## config.mk

```make
export PLATFORM = sky130hd
export DESIGN_NAME = cdfa_top
export DESIGN_NICKNAME = d
export VERILOG_FILES = /design/src/shared/cdfa_pkg.sv /design/src/hw/cdfa_top.sv /design/src/hw/cdfa_sync.sv /design/src/hw/cdfa_timer.sv
export SDC_FILE = /design/constraint.sdc
export NUM_CORES = 1
export LEC_CHECK = 0
export CORE_MARGIN = 1
export CORE_UTILIZATION = 40
export DETAILED_ROUTE_END_ITERATION = 8
export DONT_BUFFER_PORTS = 1
export GPL_TIMING_DRIVEN = 1
export PLACE_DENSITY = 0.57
export SLEW_MARGIN = 15
export SYNTH_ARGS = -nofsm -noshare
export SYNTH_HDL_FRONTEND = slang
export SYNTH_SLANG_ARGS = --single-unit
```

## constraint.sdc

```tcl
create_clock -name clk_sys -period 3.1 [get_ports clk_sys]
set_clock_uncertainty 0.2 [all_clocks]
set_input_delay 0.155 -clock clk_sys [delete_from_list [all_inputs] [get_ports clk_sys]]
set_output_delay 0.155 -clock clk_sys [all_outputs]
set_load 0.01 [all_outputs]
```

## src/shared/cdfa_pkg.sv

```systemverilog
// constants and types for the card deactivation and fault alert block
// Contract
// session request going high starts deactivation by forcing card reset low first
// card clock goes low a fixed 12 us after card reset is forced low
// after clock stop, data and aux lines go low, then card supply switches off
// host keeps session request high when idle, opens a session by driving it low
// outside a session alert is low without a card and high with one
// card present, idle: alert low on logic supply dropout, high on recovery
// fault during a session drives alert low and starts deactivation at once
// after a fault host raises session request, waits, then samples alert again
// insertion runs an 8 ms debounce; alert rises only when it expires
// card removal deactivates at once and drives alert low
// faults: extraction, logic undervoltage, supply overload, supply range, regulator low, heat
// pin current limiting never pulls alert low and never deactivates
// after power-up alert stays low until a card is inserted
// in standby all card-side pins are inactive and held low
// in a session card reset follows host reset until deactivation forces it low
// delays are counters on the input clock, counts derived from clock frequency
package cdfa_pkg;

  // clock and printed times
  localparam longint CDFA_CLK_HZ      = 100_000_000;
  localparam longint CDFA_DEACT_NS    = 12_000;
  localparam longint CDFA_DEBOUNCE_US = 8_000;

  // a least time rounds up to whole cycles
  function automatic int cdfa_ns_to_cyc(input longint ns, input longint hz);
    longint c;
    c = (ns * hz + 64'd999_999_999) / 64'd1_000_000_000;
    return (c < 1) ? 1 : int'(c);
  endfunction

  // a typical time rounds down, never under one cycle
  function automatic int cdfa_us_to_cyc(input longint us, input longint hz);
    longint c;
    c = (us * hz) / 64'd1_000_000;
    return (c < 1) ? 1 : int'(c);
  endfunction

  localparam int CDFA_DEACT_CYC    = cdfa_ns_to_cyc(CDFA_DEACT_NS, CDFA_CLK_HZ);
  localparam int CDFA_DEBOUNCE_CYC = cdfa_us_to_cyc(CDFA_DEBOUNCE_US, CDFA_CLK_HZ);

  // bit positions of the synchronised pin vector
  localparam int CDFA_PIN_W     = 10;
  localparam int CDFA_B_SESS_N  = 0;
  localparam int CDFA_B_HRST    = 1;
  localparam int CDFA_B_PRESENCE_DETECT    = 2;
  localparam int CDFA_B_CLKIN   = 3;
  localparam int CDFA_B_VDDLOW  = 4;
  localparam int CDFA_B_OVLD    = 5;
  localparam int CDFA_B_RANGE   = 6;
  localparam int CDFA_B_REGLOW  = 7;
  localparam int CDFA_B_HOT     = 8;
  localparam int CDFA_B_ILIM    = 9;

  // reset value of the pin vector: session request idles high
  localparam logic [CDFA_PIN_W-1:0] CDFA_PIN_RST = 10'h001;

  // sequencer states
  typedef enum logic [2:0] {
    ST_IDLE   = 3'b000,
    ST_ACTIVE = 3'b001,
    ST_D_RST  = 3'b010,
    ST_D_CLK  = 3'b011,
    ST_D_IO   = 3'b100,
    ST_D_OFF  = 3'b101
  } cdfa_state_e;

endpackage

```

## src/hw/cdfa_top.sv

```systemverilog
// card deactivation sequencer with presence debounce and fault alert
`timescale 1ns/1ps
module cdfa_top
  import cdfa_pkg::*;
#(
  parameter longint CLK_HZ       = CDFA_CLK_HZ,
  parameter int     DEACT_CYC    = cdfa_ns_to_cyc(CDFA_DEACT_NS, CLK_HZ),
  parameter int     DEBOUNCE_CYC = cdfa_us_to_cyc(CDFA_DEBOUNCE_US, CLK_HZ)
) (
  // clock and reset
  input  wire logic clk_sys,
  input  wire logic rst,
  // host side
  input  wire logic session_request_n,
  input  wire logic host_reset_in,
  input  wire logic card_clock_in,
  output logic      alert_n,
  // monitors and card detect
  input  wire logic presence_detect,
  input  wire logic supply_below_dropout,
  input  wire logic card_supply_overload,
  input  wire logic card_supply_out_of_range,
  input  wire logic regulator_supply_low,
  input  wire logic over_temperature,
  input  wire logic pin_current_limit,
  // card side
  output logic      card_reset_out,
  output logic      card_clock_out,
  output logic      card_supply_en,
  input  wire logic card_data_line_i,
  output logic      card_data_line_o,
  output logic      card_data_line_oe,
  input  wire logic card_aux_line_1_i,
  output logic      card_aux_line_1_o,
  output logic      card_aux_line_1_oe,
  input  wire logic card_aux_line_2_i,
  output logic      card_aux_line_2_o,
  output logic      card_aux_line_2_oe
);

  logic [CDFA_PIN_W-1:0] pin_raw;
  logic [CDFA_PIN_W-1:0] pin_s;
  logic                  sess_n_s;
  logic                  sess_prev_q;
  logic                  sess_fall;
  logic                  presence_detect_s;
  logic                  presence_detect_prev_q;
  logic                  card_present_q;
  logic                  vdd_low_s;
  logic                  fault_any;
  logic                  fault_q;
  logic                  deb_start;
  logic                  deb_busy;
  logic                  deb_done;
  logic                  dly_start;
  logic                  dly_done;
  logic                  lines_low_d;
  cdfa_state_e           state_q;
  cdfa_state_e           state_d;

  // all host, monitor and card detect pin inputs cross into the clock domain together
  assign pin_raw = {pin_current_limit, over_temperature, regulator_supply_low,
                    card_supply_out_of_range, card_supply_overload,
                    supply_below_dropout, card_clock_in, presence_detect,
                    host_reset_in, session_request_n};

  cdfa_sync #(
    .W       (CDFA_PIN_W),
    .RST_VAL (CDFA_PIN_RST)
  ) u_sync (
    .clk_sys   (clk_sys),
    .rst       (rst),
    .pin_in    (pin_raw),
    .level_out (pin_s)
  );

  assign sess_n_s  = pin_s[CDFA_B_SESS_N];
  assign presence_detect_s    = pin_s[CDFA_B_PRESENCE_DETECT];
  assign vdd_low_s = pin_s[CDFA_B_VDDLOW];

  // edge history of session request and synchronised presence
  always_ff @(posedge clk_sys or posedge rst) begin
    if (rst) begin
      sess_prev_q <= 1'b1;
      presence_detect_prev_q <= 1'b0;
    end else begin
      sess_prev_q <= sess_n_s;
      presence_detect_prev_q <= presence_detect_s;
    end
  end

  assign sess_fall = sess_prev_q && !sess_n_s;

  // insertion debounce: restarts on each rising edge, dropped on bounce
  assign deb_start = presence_detect_s && !presence_detect_prev_q;

  cdfa_timer #(
    .COUNT (DEBOUNCE_CYC)
  ) u_debounce (
    .clk_sys (clk_sys),
    .rst     (rst),
    .start   (deb_start),
    .abort   (!presence_detect_s),
    .busy    (deb_busy),
    .done    (deb_done)
  );

  // presence flag: set only when debounce ends, cleared at once on removal
  always_ff @(posedge clk_sys or posedge rst) begin
    if (rst) begin
      card_present_q <= 1'b0;
    end else if (!presence_detect_s) begin
      card_present_q <= 1'b0;
    end else if (deb_done) begin
      card_present_q <= 1'b1;
    end
  end

  // fault sources; pin current limiting is left out on purpose
  assign fault_any = !card_present_q || vdd_low_s || pin_s[CDFA_B_OVLD]
                  || pin_s[CDFA_B_RANGE] || pin_s[CDFA_B_REGLOW]
                  || pin_s[CDFA_B_HOT];

  // fault latch: set in a session, cleared once host has released the request
  always_ff @(posedge clk_sys or posedge rst) begin
    if (rst) begin
      fault_q <= 1'b0;
    end else if (state_q == ST_ACTIVE && fault_any) begin
      fault_q <= 1'b1;
    end else if (state_q == ST_IDLE && sess_n_s) begin
      fault_q <= 1'b0;
    end
  end

  // reset-to-clock-stop delay starts as reset is forced low
  assign dly_start = (state_q == ST_ACTIVE) && (state_d == ST_D_RST);

  cdfa_timer #(
    .COUNT (DEACT_CYC)
  ) u_deact_delay (
    .clk_sys (clk_sys),
    .rst     (rst),
    .start   (dly_start),
    .abort   (1'b0),
    .busy    (),
    .done    (dly_done)
  );

  // sequencer next state
  always_comb begin
    state_d = state_q;
    case (state_q)
      ST_IDLE: begin
        if (sess_fall && !fault_any) begin
          state_d = ST_ACTIVE;
        end
      end
      ST_ACTIVE: begin
        if (sess_n_s || fault_any) begin
          state_d = ST_D_RST;
        end
      end
      ST_D_RST: begin
        if (dly_done) begin
          state_d = ST_D_CLK;
        end
      end
      ST_D_CLK: begin
        state_d = ST_D_IO;
      end
      ST_D_IO: begin
        state_d = ST_D_OFF;
      end
      ST_D_OFF: begin
        if (sess_n_s) begin
          state_d = ST_IDLE;
        end
      end
      default: begin
        state_d = ST_IDLE;
      end
    endcase
  end

  always_ff @(posedge clk_sys or posedge rst) begin
    if (rst) begin
      state_q <= ST_IDLE;
    end else begin
      state_q <= state_d;
    end
  end

  // card reset follows host reset only while a session runs
  always_ff @(posedge clk_sys or posedge rst) begin
    if (rst) begin
      card_reset_out <= 1'b0;
    end else begin
      card_reset_out <= (state_d == ST_ACTIVE) && pin_s[CDFA_B_HRST];
    end
  end

  // card clock passes until the stop delay has run out
  always_ff @(posedge clk_sys or posedge rst) begin
    if (rst) begin
      card_clock_out <= 1'b0;
    end else begin
      card_clock_out <= (state_d == ST_ACTIVE || state_d == ST_D_RST)
                        && pin_s[CDFA_B_CLKIN];
    end
  end

  // data and aux lines pulled low from the step after clock stop
  assign lines_low_d = !(state_d == ST_ACTIVE || state_d == ST_D_RST
                         || state_d == ST_D_CLK);

  always_ff @(posedge clk_sys or posedge rst) begin
    if (rst) begin
      card_data_line_oe  <= 1'b1;
      card_aux_line_1_oe <= 1'b1;
      card_aux_line_2_oe <= 1'b1;
      card_data_line_o   <= 1'b0;
      card_aux_line_1_o  <= 1'b0;
      card_aux_line_2_o  <= 1'b0;
    end else begin
      card_data_line_oe  <= lines_low_d;
      card_aux_line_1_oe <= lines_low_d;
      card_aux_line_2_oe <= lines_low_d;
      card_data_line_o   <= 1'b0;
      card_aux_line_1_o  <= 1'b0;
      card_aux_line_2_o  <= 1'b0;
    end
  end

  // card supply is the last thing switched off
  always_ff @(posedge clk_sys or posedge rst) begin
    if (rst) begin
      card_supply_en <= 1'b0;
    end else begin
      card_supply_en <= (state_d != ST_IDLE) && (state_d != ST_D_OFF);
    end
  end

  // alert: low on fault, else presence gated by logic supply dropout
  always_ff @(posedge clk_sys or posedge rst) begin
    if (rst) begin
      alert_n <= 1'b0;
    end else if (fault_q || (state_q == ST_ACTIVE && fault_any)) begin
      alert_n <= 1'b0;
    end else begin
      alert_n <= card_present_q && !vdd_low_s;
    end
  end

  // cycles spent with reset forced low before the clock stops
  int unsigned rst_low_cnt;
  always_ff @(posedge clk_sys or posedge rst) begin
    if (rst) begin
      rst_low_cnt <= 0;
    end else if (state_q == ST_D_RST) begin
      rst_low_cnt <= rst_low_cnt + 1;
    end else begin
      rst_low_cnt <= 0;
    end
  end
endmodule

```

## src/hw/cdfa_sync.sv

```systemverilog
// three-stage synchroniser for pin inputs, change taken when stages two and three agree
`timescale 1ns/1ps
module cdfa_sync #(
  parameter int             W       = 1,
  parameter logic [W-1:0]   RST_VAL = '0
) (
  // clock and reset
  input  wire logic         clk_sys,
  input  wire logic         rst,
  // pins and clean level
  input  wire logic [W-1:0] pin_in,
  output logic      [W-1:0] level_out
);

  logic [W-1:0] meta_q;
  logic [W-1:0] stage2_q;
  logic [W-1:0] stage3_q;

  // shift chain; the first stage feeds only the second
  always_ff @(posedge clk_sys or posedge rst) begin
    if (rst) begin
      meta_q   <= RST_VAL;
      stage2_q <= RST_VAL;
      stage3_q <= RST_VAL;
    end else begin
      meta_q   <= pin_in;
      stage2_q <= meta_q;
      stage3_q <= stage2_q;
    end
  end

  // each bit changes only once two stages agree
  always_ff @(posedge clk_sys or posedge rst) begin
    if (rst) begin
      level_out <= RST_VAL;
    end else begin
      for (int i = 0; i < W; i++) begin
        if (stage2_q[i] == stage3_q[i]) begin
          level_out[i] <= stage3_q[i];
        end
      end
    end
  end

endmodule

```

## src/hw/cdfa_timer.sv

```systemverilog
// one-shot down counter: done pulses exactly COUNT cycles after start
`timescale 1ns/1ps
module cdfa_timer #(
  parameter int COUNT = 16
) (
  // clock and reset
  input  wire logic clk_sys,
  input  wire logic rst,
  // control
  input  wire logic start,
  input  wire logic abort,
  // status
  output logic      busy,
  output logic      done
);

  localparam int CW = (COUNT > 1) ? $clog2(COUNT) : 1;
  localparam logic [CW-1:0] LOAD = CW'(COUNT - 1);

  logic [CW-1:0] cnt_q;

  // final cycle of a run
  assign done = busy && (cnt_q == '0) && !abort;

  // load on start, count down, stop on done or abort
  always_ff @(posedge clk_sys or posedge rst) begin
    if (rst) begin
      cnt_q <= '0;
      busy  <= 1'b0;
    end else if (start) begin
      cnt_q <= LOAD;
      busy  <= 1'b1;
    end else if (abort || done) begin
      busy  <= 1'b0;
    end else if (busy) begin
      cnt_q <= cnt_q - CW'(1);
    end
  end

endmodule

```

# ---- Word level (Yosys, flattened, before mapping)
# Cells that the tools add are included.
dict set report word_totals {
  regBits 81
  input_bits 15
  latchBits 0
  word_cells 110
  mem_count 0
  romBits 0
  ramBits 0
  output_inout_bits 10
}
dict set report op_classes {
  n_lt_le_gt_ge 0
  shift 0
  mux 20
  n_eq_ne 21
  multipliers 0
  div 0
  addsub 2
  n_bitwise 0
  n_reduce_logical 41
}
# op n
set ops {}
lappend ops {{two-way mux 20 bit} 3}
lappend ops {{two-way mux 11 bit} 3}
lappend ops {{zero test 20 bit} 1}
lappend ops {{subtractor 20 x 1 -> 20 bit, second input constant} 1}
lappend ops {{one-hot mux 3 bit (6 select lines)} 1}
lappend ops {{logical AND 1 bit} 13}
lappend ops {{== test 3 x 2 -> 1 bit, second input constant} 4}
lappend ops {{two-way mux 3 bit} 4}
lappend ops {{zero test 11 bit} 1}
lappend ops {{subtractor 11 x 1 -> 11 bit, second input constant} 1}
lappend ops {{logical OR 1 bit} 10}
lappend ops {{nonzero test 2 bit} 5}
lappend ops {{== test 1 bit} 9}
lappend ops {{two-way mux 1 bit} 9}
lappend ops {{zero test 1 bit} 7}
lappend ops {{== test 3 x 1 -> 1 bit, second input constant} 2}
lappend ops {{== test 3 bit, second input constant} 2}
lappend ops {{inequality test 2 bit, second input constant} 2}
lappend ops {{AND reduction 2 bit} 2}
lappend ops {{zero test 3 bit} 1}
lappend ops {{inequality test 3 bit, second input constant} 1}
lappend ops {{nonzero test 3 bit} 1}
lappend ops {{inequality test 2 x 1 -> 1 bit, second input constant} 1}

# ---- Depth between registers and ports, before layout
dict set report logic_depth {
  ltp_word 14
  ltp_mapped 6
  depth_no_buf 6
}

# ---- Hierarchy
# From an unflattened synthesis, not the netlist that was laid out.
dict set report hier_totals {
  cells_unflattened 313
  area_unflattened_um2 3684.8
}
# mod area_per_inst_um2 seq_area_each_um2 cells_per_inst instances
set modules_own_cells {}
lappend modules_own_cells {{cdfa_timer at u_debounce} 1301.2 525.5 134 1}
lappend modules_own_cells {cdfa_sync 1122.3 1006.0 51 1}
lappend modules_own_cells {{cdfa_timer at u_deact_delay} 656.9 300.3 65 1}
lappend modules_own_cells {cdfa_top 604.3 302.8 63 1}

# ---- Worst setup path before layout
# OpenSTA, ideal clock, no wires.
dict set report synth_timing {
  kind {register to register}
  start {reg u_deact_delay.cnt_q[0]}
  end {reg card_clock_out}
  setup_time_ps 122
  n_path_buf 0
  t_arrival_ps 1924
  stages_incl_launch_ff 7
  setup_slack_ps 854
  path_cell_list {dfrtp_1 > inv_1 > ha_1 > or4b_1 > nor4_1 > a22oi_1 > a32o_1}
}
dict set report synth_between {
  elab_chain_len 7
  elab_cells_between_ends 8
  cone_classes {2 x eq/ne; 2 x mux; 4 x reduce/logical}
}
# element line_no
set synth_lines {}
lappend synth_lines {{from (decl)} cdfa_timer.sv:20} ;# logic [CW-1:0] cnt_q;
lappend synth_lines {{from (signal assigned)} cdfa_timer.sv:36} ;# cnt_q <= cnt_q - CW'(1);
lappend synth_lines {{zero test 11 bit *} cdfa_timer.sv:23} ;# assign done = busy && (cnt_q == '0) && !abort;
lappend synth_lines {{logical AND 1 bit *} cdfa_timer.sv:23}
lappend synth_lines {{two-way mux 3 bit *} cdfa_top.sv:164} ;# if (dly_done) begin
lappend synth_lines {{one-hot mux 3 bit (6 select lines) *} cdfa_top.sv:152} ;# case (state_q)
lappend synth_lines {{== test 3 x 1 -> 1 bit or == test 3 x 2 -> 1 bit (tied branches)} cdfa_top.sv:207} ;# card_clock_out <= (state_d == ST_ACTIVE || state_d == ST_D_RST)
lappend synth_lines {{logical OR 1 bit *} cdfa_top.sv:207}
lappend synth_lines {{logical AND 1 bit *} cdfa_top.sv:208} ;# && pin_s[CDFA_B_CLKIN];
lappend synth_lines {{to (signal assigned)} cdfa_top.sv:207}
lappend synth_lines {{to (decl)} cdfa_top.sv:28} ;# output logic card_clock_out,
# Every way passes the cells marked *; elsewhere a longest branch is shown, timed or not.
# A chain may end at the register's enable or synchronous reset.

# ---- Worst setup path in the final report
# Same ends and word-level chain as after synthesis.

==> summary.txt <==
Layout
  – Register area: 2030 sq um
  – Inserted Diodes: 0
  – Synthesis-to-layout area growth: 12.7%
  – Filler cells: 787
  – Most frequent cells in the layout: 75 x dfrtp_1, 25 x nor2_1, 16 x nand2_1
  – Fin nets: 349
  – Share of cells above drive strength 1: 11.6%
  – Layout Cells excl Fill: 444
  – Multi-input gate area: approximately 1400 sq um
  – Most common cell after layout, fill and taps aside: dfrtp_1

Clock network
  – H-Tree Depth: 3
  – Clock tree sinks: 81
  – Num CTS Buffers: 9
  – Worst-case clock buffer depth: 2
  – Clock slew seen by the registers of the worst setup and hold paths: 80 ps
  – CTS tree: done
  – Skew-Pair Late Insertion Delay: roughly 340 ps
  – Clk root buf: clkbuf_8

Routing
  – DRT antenna net count: 0
  – Met3 routed WL: roughly 170 um
  – Drt wl/cell: ~15 um
  – M1 WL: between 3000 and 4000 um
  – Max Used Layer: met4
  – Final wirelength: 6480 um
  – Pre-antenna DRT Iters: 4
  – # DRC: 0
  – Vias per cell: 5.41
  – Wire length on met2: 3160 um
  – Total number of vias: 2404
  – Initial detailed-routing violation count: 87

Critical path
  – Worst r2r dst: card_clock_out$_DFF_PP0_
  – CP delay by family, top: simple AND/OR/NAND/NOR gates
  – Critical-path maximum fanout: 4
  – CP Launch Type: flip-flop
  – Worst R2R Setup Slack: 630 ps
  – Slowest CP cell: or4b_1
  – WP buf/inv: 1
  – Worst reg2reg startpoint: u_deact_delay.cnt_q[0]$_DFFE_PP0P_
  – Critical path depth: 6
  – Crit path cell chain: inv_1, ha_1, or4b_1, nor4_1, a22oi_1, a32o_1
  – Worst setup path category: reg -> reg
  – Critical Path End Type: flip-flop
  – CP peak stage delay: 530 ps
  – CP Data Required Time: approximately 3100 ps
  – Worst R2R Path Depth: 6
  – WP data arrival: 2510 ps

Status
  – Outcome: finished clean

GRT
  – First-pass GRT wire length: between 10000 and 15000 um
  – Initial antenna violation count: 0
  – GRT Residual Overflow: 0
  – Gr usage total: 15.4%
  – Largest net degree at the start of global routing: 52
  – Vias in the first global route: 2361

Min path
  – Hold WC Path Type: reg -> reg
  – Hold Startpoint: u_sync.meta_q[1]$_DFF_PP0_
  – Hold depth: 0
  – Hold EP: u_sync.stage2_q[1]$_DFF_PP0_

STA
  – Fmax: 0.404 GHz
  – Relative slew slack: 42.5%
  – Final min period: 2470 ps
  – Slew Limit Fails: 0
  – Worst slew pin tran: 863 ps
  – Final setup vio count: 0
  – Setup TNS Final: 0 ps
  – Period utilisation layout: 79.8%
  – Hold Vio Cnt, Final: 0
  – RSZ-0062 raised after global routing: no

Logic synthesis
  – Sequential fraction of the synthesis area: 56.8%
  – Cell count after synthesis: 317
  – Synth Register Bits: 81
  – Ys async rst share: between 90% and 100%
  – Main flop type after synthesis: dfrtp_1
  – Synth Cell Area: around 3600 sq um
  – EDFF count, synth: 0
  – Avg Cell Area, Syn: 11.3 sq um
  – Distinct cells, synth: 57
  – Yosys warnings: 0

Die
  – Die width: slightly below 100 um
  – Initial core utilization: between 40% and 50%
  – Ports: 25
  – Core box area: 8680 sq um
  – Chip height: 96.6 um
  – Die area: 9340 sq um
  – Row cnt: 34

Placement
  – DPL Wire Length: 4300 um
  – Routability cong.: approximately 0.80
  – PortBufs: 0
  – Placed insts: between 400 and 500

Power
  – Maximum VDD drop: 0.000314 V
  – Total power per unit cell area: 542 nW/um^2
  – Lkg Pwr: 1.67 nW

Job
  – Max-cap viol count: 0
==> kinds of logic (layout without fill, tap and decap cells) <==
| group | count (synthesis) | after routing | synth area share [%] |
|---|---|---|---|
| xor gates and xnor gates | 1 | 1 | 0.245 |
| DFF | 81 | 81 | 56.8 |
| AOI/OAI and AO/OA | 56 | 56 | 11.3 |
| and+or+nand+nor | 125 | 125 | 20.4 |
| muxes | 15 | 15 | 4.33 |
| other | 1 | 3 | 0.105 |
| adders and majority gates | 12 | 12 | 3.56 |
| buffers and inverters | 26 | 43 | 3.32 |
==> flip-flops by register name (all words and copies together) (netlist names) <==
signal                  count
card_clock_out              1
card_present_q              1
card_aux_line_2_oe          1
presence_detect_prev_q      1
sess_prev_q                 1
u_deact_delay.busy          1
card_supply_en              1
card_reset_out              1
u_sync.meta_q               9
alert_n                     1
u_sync.stage2_q             9
u_debounce.busy             1
u_deact_delay.cnt_q        11
state_q                     3
u_debounce.cnt_q           20
u_sync.stage3_q             9
u_sync.level_out            9
fault_q                     1
==> power breakdown <==
part | switching (mW) | total (mW) | internal, mW
combinational | 0.0675 | 0.122 | 0.0547
sequential | 0.0365 | 1.14 | 1.10
clock | 0.370 | 0.928 | 0.558
==> cell type report <==
| cell class | count | area share, % |
|---|---|---|
| clock buffers | 11 | 3.50 |
| clock inverters | 5 | 2.57 |
| inverters | 11 | 1.05 |
| multi-input cells | 212 | 35.6 |
| flip-flops and latches | 81 | 50.4 |
| well taps | 108 | 3.35 |
| repair buffers | 16 | 3.59 |
==> worst reg2reg max path: stages, from the launching register on <==
cell     delay [ps]
dfrtp_1         370
inv_1           130
ha_1            160
or4b_1          530
nor4_1          530
a22oi_1         170
a32o_1          280
==> stage by stage <==
stage / hold slack, ps / util (%) / power (mW) / setup WS [ps] / cell area [sq um]
floorplan: -40.5 / - / 1.24 / 675 / 3590
detailed placement: -40.5 / 42.6 / 1.27 / 597 / 3690
finish: 151 / 46.5 / 2.19 / 626 / 4040
global route: 139 / 46.5 / 2.30 / 457 / 4040
CTS: 140 / 46.5 / 2.23 / 583 / 4040
global placement: -40.5 / 42.6 / 1.27 / 645 / 3690
==> worst max-delay path by stage <==
| stage | startpoint | endpoint | slack [ps] |
|---|---|---|---|
| finish | u_deact_delay.cnt_q[0]$_DFFE_PP0P_ | card_clock_out$_DFF_PP0_ | 630 |
| global route | u_deact_delay.cnt_q[0]$_DFFE_PP0P_ | card_clock_out$_DFF_PP0_ | 460 |
| CTS | u_deact_delay.cnt_q[0]$_DFFE_PP0P_ | card_clock_out$_DFF_PP0_ | 580 |
| detailed placement | u_deact_delay.cnt_q[0]$_DFFE_PP0P_ | card_clock_out$_DFF_PP0_ | 600 |
| global placement | u_deact_delay.cnt_q[0]$_DFFE_PP0P_ | card_clock_out$_DFF_PP0_ | 650 |
| floorplan | rst | alert_n$_DFF_PP0_ | 670 |
==> repair_timing <==
action | 4_1_cts | 5_1_grt
resized for setup | 0 | 0
buffers inserted | 0 | 0
hold buffers | 10 | 0
setup endpoints to repair | 0 | 0
endpoints found under the hold margin | 53 | 0
==> Yosys cell counts (all sizes together) (2+ instances only) <==
master	n	area, sq um
clkbuf	8	30.0
buf	7	47.6
a21oi	15	78.8
or3b	2	17.5
or3	8	50.1
a211oi	6	45.0
mux2i	14	140
ha	3	37.5
nand2	16	60.1
nor3b	2	15.0
nor2b	12	75.1
nor4bb	2	20.0
maj3	9	90.1
o21a	2	15.0
nor2	25	93.8
a21boi	2	15.0
or2	4	25.0
o31ai	4	30.0
o211ai	4	30.0
nand3	9	45.0
nor3	7	35.0
nor4b	4	35.0
o21ai	9	45.0
a211o	2	17.5
inv	11	41.3
nand2b	5	31.3
and2	3	18.8
nand4	3	18.8
or4	9	71.3
o311a	2	20.0
dfstp	6	158
nor4	8	65.1
dfrtp	75	1880
==> routing by layer <==
metal / global-route usage [%] / vias up
li1: - / 1173
met1: 20.9 / 1188
met2: 23.6 / 37
met3: 3.54 / 6
met4: 6.77 / 0
met5: 0 / -
Note: power is estimated with default switching activity, not from simulation.
